===== config.mk =====
export PLATFORM = sky130hd
export DESIGN_NAME = tcpu_channel
export DESIGN_NICKNAME = d
export VERILOG_FILES = /design/src/tcpu_pkg.sv /design/src/tcpu_deadband.sv /design/src/tcpu_channel.sv
export SDC_FILE = /design/constraint.sdc
export NUM_CORES = 1
export LEC_CHECK = 0
export BUFFER_PORTS_ARGS = -buffer_cell sky130_fd_sc_hd__buf_2
export CORE_AREA = 4 4 146 106
export DETAILED_ROUTE_END_ITERATION = 10
export DIE_AREA = 0 0 150 110
export GPL_TIMING_DRIVEN = 0
export PLACE_DENSITY_LB_ADDON = 0.25
export SLEW_MARGIN = 10
export SYNTH_ARGS = -nofsm -noshare
export SYNTH_HDL_FRONTEND = slang
export SYNTH_SLANG_ARGS = --single-unit

===== constraint.sdc =====
create_clock -name i_clk_sys -period 2.62 [get_ports i_clk_sys]
set_clock_uncertainty 0.2 [all_clocks]
set_input_delay 0.131 -clock i_clk_sys [delete_from_list [all_inputs] [get_ports i_clk_sys]]
set_output_delay 0.131 -clock i_clk_sys [all_outputs]
set_load 0.005 [all_outputs]

===== src/tcpu_pkg.sv =====
// constants shared by the timer/capture/pwm channel and its dead-band stage
// assumes a single system clock of 10 MHz and a synchronous active-high reset
package tcpu_pkg;
  localparam int CNT_W = 16;
  localparam int DB_W = 8;
  localparam logic [CNT_W-1:0] CNT_RESET = 16'h0000;
  localparam logic [DB_W-1:0] DB_RESET = 8'h00;
  localparam logic PWM_IDLE = 1'b0;
  localparam logic MODE_HALT = 1'b0;
  localparam logic MODE_RELOAD = 1'b1;
endpackage


===== src/tcpu_deadband.sv =====
// dead-band generator: splits one pwm level into true and complement drive
// assumes i_level is registered by the caller; kill is applied downstream
`timescale 1ns/100ps
module tcpu_deadband #(
  parameter int DB_W = 8
) (
  input wire logic i_clk_sys,
  input wire logic i_reset,
  input wire logic i_run,
  input wire logic i_level,
  input wire logic [DB_W-1:0] i_dead,
  output logic o_true,
  output logic o_compl
);
  import tcpu_pkg::*;

  logic level_q;
  logic [DB_W-1:0] gap_q;

  // each edge of the level turns both outputs off, then the new side waits
  // for the gap before turning on, so the pair never overlaps
  always_ff @(posedge i_clk_sys) begin
    if (i_reset || !i_run) begin
      level_q <= PWM_IDLE;
      gap_q <= DB_RESET;
    end else if (i_level != level_q) begin
      level_q <= i_level;
      gap_q <= i_dead;
    end else if (gap_q != DB_RESET) begin
      gap_q <= gap_q - DB_W'(1);
    end
  end

  always_ff @(posedge i_clk_sys) begin
    if (i_reset || !i_run) begin
      o_true <= PWM_IDLE;
      o_compl <= PWM_IDLE;
    end else begin
      o_true <= level_q && (i_level == level_q) && (gap_q == DB_RESET);
      o_compl <= !level_q && (i_level == level_q) && (gap_q == DB_RESET);
    end
  end

  chk_no_overlap: assert property (@(posedge i_clk_sys) disable iff (i_reset)
    !(o_true && o_compl)) else $error("true and complement both high");
endmodule


===== src/tcpu_channel.sv =====
// one timer/capture/pwm channel with dead-band pair and hardware kill
// assumes all inputs are synchronous to i_clk_sys; control bits are ports
`timescale 1ns/100ps
module tcpu_channel #(
  parameter int CNT_W = tcpu_pkg::CNT_W,
  parameter int DB_W = tcpu_pkg::DB_W
) (
  input wire logic i_clk_sys,
  input wire logic i_reset,
  input wire logic i_enable,
  input wire logic i_mode_reload,
  input wire logic [CNT_W-1:0] i_period,
  input wire logic [CNT_W-1:0] i_compare,
  input wire logic [DB_W-1:0] i_dead,
  input wire logic i_capture_evt,
  input wire logic i_kill,
  input wire logic i_kill_true_lvl,
  input wire logic i_kill_compl_lvl,
  output logic [CNT_W-1:0] o_count,
  output logic [CNT_W-1:0] o_capture,
  output logic o_capture_pulse,
  output logic o_period_pulse,
  output logic o_halted,
  output logic o_pwm,
  output logic o_pwm_compl
);
  import tcpu_pkg::*;

  logic [CNT_W-1:0] count_q;
  logic halted_q;
  logic pwm_q;
  logic db_true;
  logic db_compl;
  logic at_period;

  assign at_period = (count_q == i_period);

  // counter; halt is sticky until the channel is disabled and re-enabled
  always_ff @(posedge i_clk_sys) begin
    if (i_reset || !i_enable) begin
      count_q <= CNT_RESET;
      halted_q <= 1'b0;
    end else if (halted_q) begin
      count_q <= count_q;
    end else if (at_period) begin
      if (i_mode_reload == MODE_RELOAD) begin
        count_q <= CNT_RESET;
      end else begin
        halted_q <= 1'b1;
      end
    end else begin
      count_q <= count_q + CNT_W'(1);
    end
  end

  always_ff @(posedge i_clk_sys) begin
    if (i_reset) begin
      o_period_pulse <= 1'b0;
      o_halted <= 1'b0;
      o_count <= CNT_RESET;
    end else begin
      o_period_pulse <= i_enable && !halted_q && at_period;
      o_halted <= halted_q;
      o_count <= count_q;
    end
  end

  // capture is taken only while enabled, so a stale event cannot load it
  always_ff @(posedge i_clk_sys) begin
    if (i_reset) begin
      o_capture <= CNT_RESET;
      o_capture_pulse <= 1'b0;
    end else begin
      o_capture_pulse <= i_enable && i_capture_evt;
      if (i_enable && i_capture_evt) begin
        o_capture <= count_q;
      end
    end
  end

  // duty: high while count is below compare
  always_ff @(posedge i_clk_sys) begin
    if (i_reset || !i_enable) begin
      pwm_q <= PWM_IDLE;
    end else begin
      pwm_q <= (count_q < i_compare);
    end
  end

  tcpu_deadband #(.DB_W(DB_W)) u_db (
    .i_clk_sys(i_clk_sys),
    .i_reset(i_reset),
    .i_run(i_enable),
    .i_level(pwm_q),
    .i_dead(i_dead),
    .o_true(db_true),
    .o_compl(db_compl)
  );

  // kill bypasses counter state so outputs go safe on the next edge;
  // there is no latch: outputs resume once kill drops
  always_ff @(posedge i_clk_sys) begin
    if (i_reset) begin
      o_pwm <= PWM_IDLE;
      o_pwm_compl <= PWM_IDLE;
    end else if (i_kill) begin
      o_pwm <= i_kill_true_lvl;
      o_pwm_compl <= i_kill_compl_lvl;
    end else begin
      o_pwm <= db_true;
      o_pwm_compl <= db_compl;
    end
  end

  chk_kill_safe: assert property (@(posedge i_clk_sys) disable iff (i_reset)
    i_kill |=> (o_pwm == $past(i_kill_true_lvl)) &&
      (o_pwm_compl == $past(i_kill_compl_lvl)))
    else $error("kill did not force safe levels");

  chk_capture_value: assert property (@(posedge i_clk_sys)
    disable iff (i_reset)
    (i_enable && i_capture_evt) |=> o_capture == $past(count_q))
    else $error("capture value wrong");

  chk_count_step: assert property (@(posedge i_clk_sys) disable iff (i_reset)
    (i_enable && !halted_q && !at_period) ##1 i_enable
    |-> count_q == $past(count_q) + CNT_W'(1))
    else $error("counter did not advance by one");

  chk_reload_zero: assert property (@(posedge i_clk_sys)
    disable iff (i_reset)
    (i_enable && !halted_q && at_period && i_mode_reload) ##1 i_enable
    |-> count_q == CNT_RESET)
    else $error("counter did not reload");

  chk_halt_hold: assert property (@(posedge i_clk_sys) disable iff (i_reset)
    (i_enable && at_period && !i_mode_reload) ##1 i_enable [*2]
    |-> halted_q && $stable(count_q))
    else $error("counter did not halt");

  chk_duty_match: assert property (@(posedge i_clk_sys)
    disable iff (i_reset)
    i_enable ##1 i_enable |-> pwm_q == ($past(count_q) < $past(i_compare)))
    else $error("pwm level mismatches compare");

  chk_disabled_idle: assert property (@(posedge i_clk_sys)
    disable iff (i_reset)
    (!i_enable && !i_kill) ##1 (!i_enable && !i_kill)
    |=> !o_pwm && !o_pwm_compl)
    else $error("outputs active while disabled");

  chk_dead_gap: assert property (@(posedge i_clk_sys) disable iff (i_reset)
    (!i_kill && $fell(o_pwm) && i_dead != DB_RESET) ##1 !i_kill
    |-> !o_pwm_compl)
    else $error("complement rose without dead gap");
endmodule


==> results of run 1 <==
## synthesized netlist by cell type (all sizes together)
cell    number
a211o        3
or3          6
buf          5
nor4b        1
a21o         4
a22oi        2
nor3b        2
dfxtp       66
or4b         1
xor2         3
o41ai        1
o21ai        5
and4         4
o311ai       1
nor2        25
o31ai        7
and2         2
clkbuf      34
a211oi       4
a21oi       26
nor4         3
ha          20
mux2         1
nand3       24
xnor2       18
nand2b       2
nand2       41
nor3         9
a41oi        6
nand4       19
nor2b       21
mux2i       13
and3         9
inv         22
or4          4
o211ai       2
## worst reg2reg max path, stage by stage, from the launching register on
cell and delay (ns):
dfxtp_1 0.39, clkbuf_1 0.38, nand4_1 0.15, nor4_1 0.63, nand3_1 0.18, mux2i_1 0.14, o311ai_0 0.25
## per-layer routing
metal	wire length (µm)	vias up	global-route usage (%)
li1	-	1665	-
met5	13	-	0
met4	186	2	4.243
met3	614	17	4.168
met2	4741	87	20.53
met1	5088	1544	17.53
## power groups by stage
stage	clock network, mW	logic [mW]	registers, mW
3_5_place_dp	0	0.341	1.07
2_1_floorplan	0	0.241	1.07
3_3_place_gp	0	0.337	1.07
4_1_cts	1.34	0.361	1.05
5_1_grt	1.38	0.406	1.05
6_report	1.32	0.362	1.05
## stage by stage
step                hold slack [ns]  TNS (ns)  total power, mW
global placement             0.1658   -0.6161            1.406
finish                      0.07564         0            2.726
floorplan                   0.05271         0            1.307
detailed placement           0.1819   -0.1956            1.411
global route                 0.1315         0            2.840
CTS                         0.07664         0            2.749
## sequential cells by signal, summed over array words and instances (netlist names), 8 cells and up
register    count
u_db.gap_q      8
o_count        16
count_q        16
o_capture      16
## timing repair
item,in CTS,in global routing
hold buffers,14,0
resized for setup,1,18
endpoints found under the hold margin,15,0
buffers inserted,0,0
endpoints found under the setup margin,11,18
## kinds of logic (layout without fill, tap and decap cells)
| kind of cell | after synthesis | count (layout) |
|---|---|---|
| buffers and inverters | 61 | 174 |
| XOR/XNOR | 21 | 21 |
| AO/OA/AOI/OAI | 61 | 61 |
| multiplexers | 14 | 14 |
| adder cells (fa/ha/maj) | 20 | 20 |
| AND/OR/NAND/NOR | 173 | 173 |
| flip-flops | 66 | 66 |
## path summary, 6_finish.rpt
check                                  start                         end  slack [ns]
hold / removal                      i_enable   o_capture[2]$_SDFFE_PP0P_        0.08
setup reg to reg     count_q[7]$_SDFFE_PP0P_    count_q[15]$_SDFFE_PP0P_        0.20
setup / recovery     count_q[7]$_SDFFE_PP0P_    count_q[15]$_SDFFE_PP0P_        0.20
hold reg to reg   o_capture[11]$_SDFFE_PP0P_  o_capture[11]$_SDFFE_PP0P_        0.25
## final cells by class
class / instances / area, µm² / area share (%)
Clock inverter: 6 / 90.09 / 1.959
Inverter: 22 / 82.58 / 1.795
Sequential cell: 66 / 1321 / 28.73
Timing Repair Buffer: 97 / 555.5 / 12.08
Clock buffer: 10 / 239.0 / 5.196
Tap cell: 190 / 237.7 / 5.169
Buffer: 39 / 161.4 / 3.509
Multi-Input combinational cell: 289 / 1912 / 41.57
==> impl_metrics.csv, run 1 <==
group,metric,value,unit
die,io_pins,85,
cells_and_area,final_cell_area,4599,µm²
die,placementRows,36,
detailed_routing,vias,3315,
cells_and_area,final_cells,719,
yosys,seq_area_frac_synth,38.22,%
cells_and_area,syn_to_final_growth,33.04,%
min_path,whs_path_depth,4,
sta,clock.fmax,0.4127,GHz
clock_network,clk_path_buf_depth,2,
placed_design,portBuffers,83,
power_and_ir_drop,p_clk_share,48.3,%
placed_design,placed_cells,689,
power_and_ir_drop,p_leak,2.001,nW
die,die_width,150,µm
power_and_ir_drop,power_frac_comb,13.3,%
clock_network,clk_pin_slew_worst_paths,0.06,ns
placed_design,gp_congestion,0.8362,
yosys,avgSynthCellArea,8.310,µm²
sta,setup_viol,0,
clock_network,cts_tree,"yes",
yosys,postSynthRegisterBits,66,
die,initial_core_util,24.92,%
yosys,yosysWarnings,0,
detailed_routing,drc,0,
sta,rsz0062_at_grt,"no",
yosys,netlist_instances,416,
sta,min_period,2.423,ns
power_and_ir_drop,power_density,592.6,nW/µm²
detailed_routing,wl_per_cell,14.80,µm
sta,tightest_slew,0.6642,ns
yosys,syn_nets,484,
cells_and_area,final_cell_mix,"buf_2 (86), dfxtp_1 (66), nand2_1 (41)",
cells_and_area,n_fill_cell,1510,
yosys,synthMuxAreaShare,4.090,%
power_and_ir_drop,p_seq_share,38.5,%
power_and_ir_drop,switching_share,24.42,%
placed_design,dp_slack,-0.04924,ns
detailed_routing,viasPerCell,4.611,
setup_path,criticalPathCategory,"reg -> reg",
cells_and_area,drive_above_1_share,22.87,%
run,max_cap_viol_count,0,
die,core_area,13870,µm²
yosys,synthTopCellsByArea,"dfxtp_1 (38%), ha_1 (7.2%), xnor2_1 (4.6%)",
setup_path,critPathMaxStageDelay,0.63,ns
grt,grt_overflow,0,
clock_network,cts_sinks,66,
yosys,synth-xor-area-share,5.320,%
setup_path,cp_num_cells,6,
yosys,ys_types,42,
sta,layout_setup_ws,0.1968,ns
power_and_ir_drop,vdd_ir_drop_max,0.2579,mV
die,die_area,16500,µm²
placed_design,placed_area,4110,µm²
sta,hold_violations,0,
setup_path,critPathArrivalTime,2.45,ns
grt,grt_start_max_net_pins,13,
status,status,"complete, no violations",
placed_design,hpwl,8.047,mm
sta,post-route-period-util,92.49,%
detailed_routing,dr.first_iter.drc_count,201,
setup_path,crit_buf_inv,1,
setup_path,slowest_stage,"nor4_1",
clock_network,clockRootBuffer,"clkbuf_16",
setup_path,r2r.worst_path.cells,6,
die,dieHeight,110,µm
detailed_routing,ant_nets,0,
yosys,synth_area,3457,µm²
detailed_routing,dr.pass1.iters,4,
yosys,synth_compound_gate_area_share,11.51,%
yosys,synth_top_area_cell,"dfxtp_1",
grt,antenna_found_initial,1,
cells_and_area,utilization,33.15,%
cells_and_area,antennaDiodeCount,0,
grt,track_usage,13.21,%
setup_path,path_cells,"clkbuf_1 -> nand4_1 -> nor4_1 -> nand3_1 -> mux2i_1 -> o311ai_0",
setup_path,crit_required,2.65,ns
cells_and_area,final_nets,592,
setup_path,timing.critical_path.fanout_max,10,
power_and_ir_drop,p_sw,0.6655,mW
power_and_ir_drop,power.internal,2.060,mW
setup_path,crit_path_end_kind,"flip-flop",
yosys,yosys.area_share.simple,26.89,%
sta,slew_headroom,55.31,%
detailed_routing,wirelength,10.64,mm
grt,grt_pass1_wl,16.90,mm
setup_path,cp-start-kind,"flip-flop",
setup_path,cp_top_family,"simple AND/OR/NAND/NOR gates",
min_path,hold_path.class,"in -> reg",
yosys,synth_top_family_by_area,"simple AND/OR/NAND/NOR gates",
yosys,synth_top_area_share,38.22,%
sta,slew_viol_final,0,
clock_network,cts_made_buffers,9,
cells_and_area,final_common_cell,"buf_2",
yosys,synthAdderAreaFrac,7.239,%
clock_network,cts.htree.levels,3,
clock_network,insertion_delay,0.33,ns
grt,grt_pass1_vias,3252,
Power figures use the tool's default switching activity.
==> inputs of run 2 (changes only) <==
--- a/config.mk
+++ b/config.mk
@@ -5,10 +5,11 @@
 export SDC_FILE = /design/constraint.sdc
 export NUM_CORES = 1
 export LEC_CHECK = 0
+export ABC_AREA = 1
 export BUFFER_PORTS_ARGS = -buffer_cell sky130_fd_sc_hd__buf_2
-export CORE_AREA = 4 4 146 106
+export CORE_AREA = 4 4 144 104
 export DETAILED_ROUTE_END_ITERATION = 10
-export DIE_AREA = 0 0 150 110
+export DIE_AREA = 0 0 148 108
 export GPL_TIMING_DRIVEN = 0
 export PLACE_DENSITY_LB_ADDON = 0.25
 export SLEW_MARGIN = 10
==> impl_metrics.csv, run 2 <==
group,metric,value,unit
setup_path,crit_required,2.65,ns
setup_path,critPathArrivalTime,2.08,ns
sta,setup_viol,0,
clock_network,cts_sinks,66,
sta,clock.fmax,0.4868,GHz
clock_network,cts.htree.levels,3,
setup_path,r2r_start,"count_q[0]$_SDFFE_PP0P_",
yosys,synth_area,3349,µm²
die,core_area,13690,µm²
power_and_ir_drop,power_density,598.3,nW/µm²
min_path,whs_path_depth,5,
min_path,holdPathEnd,"o_capture[1]$_SDFFE_PP0P_",
die,die_area,15980,µm²
setup_path,r2r.worst_path.cells,12,
min_path,hold_path.class,"in -> reg",
detailed_routing,viasPerCell,4.186,
yosys,synth_edf_count,0,
detailed_routing,ant_nets,0,
setup_path,crit_path_end_kind,"flip-flop",
sta,tightest_slew,0.5087,ns
yosys,synth_top_area_cell,"dfxtp_1",
setup_path,r2r_setup_slack,0.57,ns
sta,slew_headroom,66.09,%
die,die_width,148,µm
cells_and_area,reg_top3,"count_q: 16 flops, o_capture: 16 flops, o_count: 16 flops",
clock_network,cts_made_buffers,9,
sta,layout_setup_ws,0.5656,ns
sta,setup_tns,0,ns
detailed_routing,wl_per_cell,12.60,µm
grt,grt_pass1_vias,3146,
detailed_routing,wirelength,9.828,mm
yosys,postSynthRegisterBits,66,
die,dieHeight,108,µm
yosys,synth_common_cells,"nand2_1 (125), dfxtp_1 (66), inv_1 (64), nor2_1 (58), a21oi_1 (23)",
run,max_cap_viol_count,0,
grt,grt_overflow,0,
grt,grt_pass1_wl,15.72,mm
cells_and_area,final_nets,653,
sta,hold_violations,0,
yosys,async_flop_share,0,%
power_and_ir_drop,p_clk_share,46.7,%
power_and_ir_drop,total_power,2.675,mW
power_and_ir_drop,power_frac_comb,13.3,%
power_and_ir_drop,switching_share,27.02,%
yosys,yosysWarnings,0,
cells_and_area,n_fill_cell,1483,
status,status,"complete, no violations",
grt,antenna_found_initial,0,
die,io_pins,85,
yosys,synthTopCellsByArea,"dfxtp_1 (39%), nand2_1 (14%), ha_1 (7.5%)",
placed_design,hpwl,7.625,mm
placed_design,dp_slack,0.5637,ns
die,initial_core_util,24.46,%
grt,track_usage,12.60,%
cells_and_area,final_cell_mix,"nand2_1 (125), buf_2 (85), dfxtp_1 (66), inv_1 (64), nor2_1 (58)",
power_and_ir_drop,p_sw,0.7227,mW
cells_and_area,syn_to_final_growth,33.47,%
cells_and_area,antennaDiodeCount,0,
sta,slew_viol_final,0,
sta,post-route-period-util,78.41,%
yosys,synth.most_common_cell,"nand2_1",
sta,min_period,2.054,ns
setup_path,timing.critical_path.fanout_max,5,
power_and_ir_drop,power.internal,1.952,mW
setup_path,cp-start-kind,"flip-flop",
yosys,ys_types,30,
placed_design,portBuffers,83,
setup_path,r2r-end,"count_q[10]$_SDFFE_PP0P_",
clock_network,clockRootBuffer,"clkbuf_16",
yosys,seq_area_frac_synth,39.45,%
detailed_routing,dr.first_iter.drc_count,110,
die,placementRows,36,
yosys,synth_ff_type,"dfxtp_1",
yosys,syn_nets,543,
yosys,netlist_instances,475,
power_and_ir_drop,p_leak,2.215,nW
clock_network,clk_path_buf_depth,2,
yosys,synth_top_area_share,39.45,%
cells_and_area,final_common_cell,"nand2_1",
yosys,avgSynthCellArea,7.051,µm²
power_and_ir_drop,p_seq_share,40.0,%
clock_network,clk_pin_slew_worst_paths,0.06,ns
grt,grt_start_max_net_pins,15,
clock_network,postCtsSetupBuffers,0,
clock_network,cts_tree,"yes",
placed_design,gp_congestion,0.7849,
detailed_routing,drc,0,
power_and_ir_drop,vdd_ir_drop_max,0.3294,mV
detailed_routing,dr.pass1.iters,4,
sta,rsz0062_at_grt,"no",
min_path,hp-start,"i_enable",
setup_path,criticalPathCategory,"reg -> reg",
detailed_routing,vias,3265,
cells_and_area,drive_above_1_share,20.34,%
clock_network,insertion_delay,0.34,ns
run 2: timing repair:
action	in CTS	in global routing
gates resized for setup	0	0
hold endpoints to repair	11	0
hold buffers	16	0
run 2: how the worst max path moves through the flow:
stage                                  startpoint                        to  cells after the start
after floorplan           count_q[1]$_SDFFE_PP0P_  count_q[10]$_SDFFE_PP0P_                     12
after global placement    count_q[1]$_SDFFE_PP0P_  count_q[10]$_SDFFE_PP0P_                     12
after detailed placement  count_q[1]$_SDFFE_PP0P_  count_q[10]$_SDFFE_PP0P_                     12
after CTS                 count_q[1]$_SDFFE_PP0P_  count_q[10]$_SDFFE_PP0P_                     12
after global routing      count_q[1]$_SDFFE_PP0P_  count_q[10]$_SDFFE_PP0P_                     12
final                     count_q[0]$_SDFFE_PP0P_  count_q[10]$_SDFFE_PP0P_                     12
run 2: cells by family (layout without fill, tap and decap cells):
family | after synthesis | in the layout | share of synthesized area (%)
xor gates and xnor gates | 9 | 9 | 2.354
AOI/OAI and AO/OA | 59 | 59 | 10.65
DFF | 66 | 66 | 39.45
and+or+nand+nor | 236 | 236 | 30.26
adders and majority gates | 20 | 20 | 7.471
buffers and inverters | 85 | 200 | 9.824
run 2: final cells by class:
| cell class | instances | area (µm²) | share of cell area, % |
|---|---|---|---|
| multi-input cells | 324 | 1699 | 38.01 |
| flip-flops and latches | 66 | 1321 | 29.56 |
| repair buffers | 99 | 575.6 | 12.87 |
| inverters | 73 | 274.0 | 6.129 |
| well taps | 190 | 237.7 | 5.318 |
| clock buffers | 9 | 225.2 | 5.038 |
| clock inverters | 7 | 82.58 | 1.847 |
| plain buffers | 12 | 55.05 | 1.231 |
run 2: per-layer routing:
metal / wire [µm] / GRT usage [%] / part of all wire, %
met1: 5064 / 17.73 / 52
met2: 3963 / 18.63 / 40
met3: 678 / 3.351 / 6.9
met4: 121 / 4.417 / 1.2
met5: 0 / 0 / 0
run 2: power groups by stage:
stage          registers (mW)  clock network, mW  logic (mW)
6_report                 1.07               1.25       0.356
2_1_floorplan            1.09                  0       0.229
5_1_grt                  1.07               1.33       0.412
4_1_cts                  1.07               1.28       0.358
3_5_place_dp             1.09                  0       0.338
3_3_place_gp             1.09                  0       0.334
run 2: worst max-delay path, stage by stage, from the launching register on:
cell and delay (ns):
dfxtp_1 0.40, ha_1 0.23, nand2_1 0.08, nor2_2 0.16, nand2_1 0.11, nor2_2 0.18, nand2_1 0.10, nor2_2 0.18
nand2_1 0.07, nand2_1 0.07, nand3_1 0.06, nand2_1 0.07, nor2_1 0.05
run 2: through the flow:
step                      hold slack (ns)  util [%]  area, µm²  cells
after floorplan                   0.06782         -       3349    475
after global placement             0.1842     29.23       4003    748
final                             0.03157     32.65       4471    780
after global routing              0.06114     32.65       4471    780
after CTS                         0.02057     32.65       4471    780
after detailed placement           0.1853     29.23       4003    748
==> inputs of run 3 (changes only) <==
--- a/config.mk
+++ b/config.mk
@@ -5,11 +5,11 @@
 export SDC_FILE = /design/constraint.sdc
 export NUM_CORES = 1
 export LEC_CHECK = 0
-export ABC_AREA = 1
+export ABC_AREA = 0
 export BUFFER_PORTS_ARGS = -buffer_cell sky130_fd_sc_hd__buf_2
-export CORE_AREA = 4 4 144 104
+export CORE_AREA = 4 4 146 106
 export DETAILED_ROUTE_END_ITERATION = 10
-export DIE_AREA = 0 0 148 108
+export DIE_AREA = 0 0 150 110
 export GPL_TIMING_DRIVEN = 0
 export PLACE_DENSITY_LB_ADDON = 0.25
 export SLEW_MARGIN = 10
==> constraint.sdc (replaced) <==
create_clock -name i_clk_sys -period 1.7 [get_ports i_clk_sys]
set_clock_uncertainty 0.2 [all_clocks]
set_input_delay 0.085 -clock i_clk_sys [delete_from_list [all_inputs] [get_ports i_clk_sys]]
set_output_delay 0.085 -clock i_clk_sys [all_outputs]
set_load 0.005 [all_outputs]
==> impl_metrics.csv, run 3 (synthesis gave the netlist of run 1 again) <==
group,metric,value,unit
die,initial_core_util,24.92,%
cells_and_area,final_cells,748,
cells_and_area,reg_top3,"count_q: 16 flops, o_capture: 16 flops, o_count: 16 flops",
status,status,"complete, but fails checks",
sta,post-route-period-util,120.7,%
die,placementRows,36,
sta,slew_viol_final,0,
cells_and_area,final_cell_area,5344,µm²
sta,setup_viol,29,
sta,slew_headroom,58.14,%
cells_and_area,syn_to_final_growth,54.58,%
sta,setup_tns,-7.578,ns
cells_and_area,final_cell_mix,"buf_2 (83), dfxtp_1 (51), nand2_1 (41), nor2_1 (24)",
setup_path,r2r.worst_path.cells,8,
setup_path,crit_required,1.72,ns
die,io_pins,85,
cells_and_area,drive_above_1_share,37.10,%
clock_network,cts_made_buffers,9,
power_and_ir_drop,vdd_ir_drop_max,0.3917,mV
run,max_cap_viol_count,0,
cells_and_area,utilization,38.52,%
clock_network,cts_tree,"yes",
placed_design,placed_area,4238,µm²
setup_path,r2r_setup_slack,-0.35,ns
power_and_ir_drop,power_density,836.6,nW/µm²
grt,track_usage,14.40,%
placed_design,hpwl,8.278,mm
min_path,whs_path_depth,4,
detailed_routing,dr.pass1.iters,4,
detailed_routing,drc,0,
sta,rsz0062_at_grt,"yes",
grt,grt_pass1_wl,18.29,mm
detailed_routing,dr.first_iter.drc_count,163,
detailed_routing,wl_per_cell,15.74,µm
min_path,hold_path.class,"in -> reg",
sta,layout_setup_ws,-0.3517,ns
setup_path,critPathArrivalTime,2.07,ns
placed_design,gp_congestion,0.8468,
grt,grt_pass1_vias,3404,
detailed_routing,viasPerCell,4.634,
die,die_area,16500,µm²
die,core_area,13870,µm²
setup_path,cp-start-kind,"flip-flop",
die,dieHeight,110,µm
grt,grt_start_max_net_pins,12,
detailed_routing,wirelength,11.78,mm
clock_network,cts_sinks,66,
clock_network,clockRootBuffer,"clkbuf_16",
die,die_width,150,µm
grt,antenna_found_initial,0,
grt,grt_overflow,0,
clock_network,insertion_delay,0.33,ns
cells_and_area,final_common_cell,"buf_2",
power_and_ir_drop,total_power,4.471,mW
clock_network,clk_path_buf_depth,2,
clock_network,cts.htree.levels,3,
detailed_routing,vias,3466,
power_and_ir_drop,p_leak,2.321,nW
clock_network,clk_pin_slew_worst_paths,0.05,ns
cells_and_area,final_nets,621,
setup_path,criticalPathCategory,"reg -> reg",
placed_design,dp_slack,-0.6751,ns
min_path,hp-start,"i_enable",
setup_path,r2r_start,"count_q[1]$_SDFFE_PP0P_",
cells_and_area,antennaDiodeCount,0,
cells_and_area,n_fill_cell,1471,
placed_design,portBuffers,83,
setup_path,timing.critical_path.fanout_max,5,
detailed_routing,ant_nets,0,
placed_design,placed_cells,689,
sta,hold_violations,0,
setup_path,r2r-end,"count_q[6]$_SDFFE_PP0P_",
status,violations,"negative setup slack",
sta,min_period,2.052,ns
min_path,holdPathEnd,"o_capture[5]$_SDFFE_PP0P_",
sta,clock.fmax,0.4874,GHz
sta,tightest_slew,0.6278,ns
setup_path,crit_path_end_kind,"flip-flop",
sta,whs,0.02646,ns
-- run 3: per-layer routing --
| layer | routed length (µm) | track usage (%) | vias up |
|---|---|---|---|
| li1 | - | - | 1719 |
| met4 | 176 | 4.961 | 0 |
| met5 | 0 | 0 | - |
| met2 | 5242 | 22.07 | 105 |
| met3 | 901 | 3.719 | 14 |
| met1 | 5456 | 19.72 | 1628 |
-- run 3: final cells by class --
cell class,instances,area (µm²),area share (%)
multi-input cells,289,2212,41.40
flip-flops and latches,66,1350,25.26
repair buffers,128,833.3,15.59
plain buffers,37,300.3,5.619
clock buffers,13,280.3,5.245
well taps,190,237.7,4.449
inverters,22,85.08,1.592
clock inverters,3,45.04,0.8429
-- run 3: report_power, final --
group | total [mW] | internal, mW | switching [mW]
Combinational | 0.874 | 0.462 | 0.411
Clock | 1.98 | 1.29 | 0.687
Sequential | 1.62 | 1.58 | 0.0319
-- run 3: worst max path at each step --
stage	from	end	slack (ns)	cells after the start
CTS	count_q[4]$_SDFFE_PP0P_	count_q[6]$_SDFFE_PP0P_	-0.32	8
detailed placement	count_q[1]$_SDFFE_PP0P_	count_q[6]$_SDFFE_PP0P_	-0.68	7
finish	count_q[1]$_SDFFE_PP0P_	count_q[6]$_SDFFE_PP0P_	-0.35	8
global placement	count_q[1]$_SDFFE_PP0P_	count_q[6]$_SDFFE_PP0P_	-0.70	7
global route	count_q[1]$_SDFFE_PP0P_	count_q[12]$_SDFFE_PP0P_	-0.46	9
floorplan	u_db.gap_q[5]$_SDFFE_PP0P_	u_db.gap_q[1]$_SDFFE_PP0P_	-0.21	5
-- run 3: timing repair --
item | in CTS | in global routing
endpoints found under the setup margin | 30 | 40
hold buffers | 15 | 0
cloned | 1 | 0
hold endpoints to repair | 15 | 0
pin swaps | 29 | 14
buffers inserted | 23 | 8
resized for setup | 69 | 31
-- run 3: critical path, cell delays in order, from the launching register on --
cell     delay, ns
dfxtp_4       0.35
buf_8         0.13
xnor2_4       0.15
nand4_1       0.18
nor4_4        0.29
buf_4         0.20
buf_8         0.14
mux2i_4       0.23
nand2_1       0.07
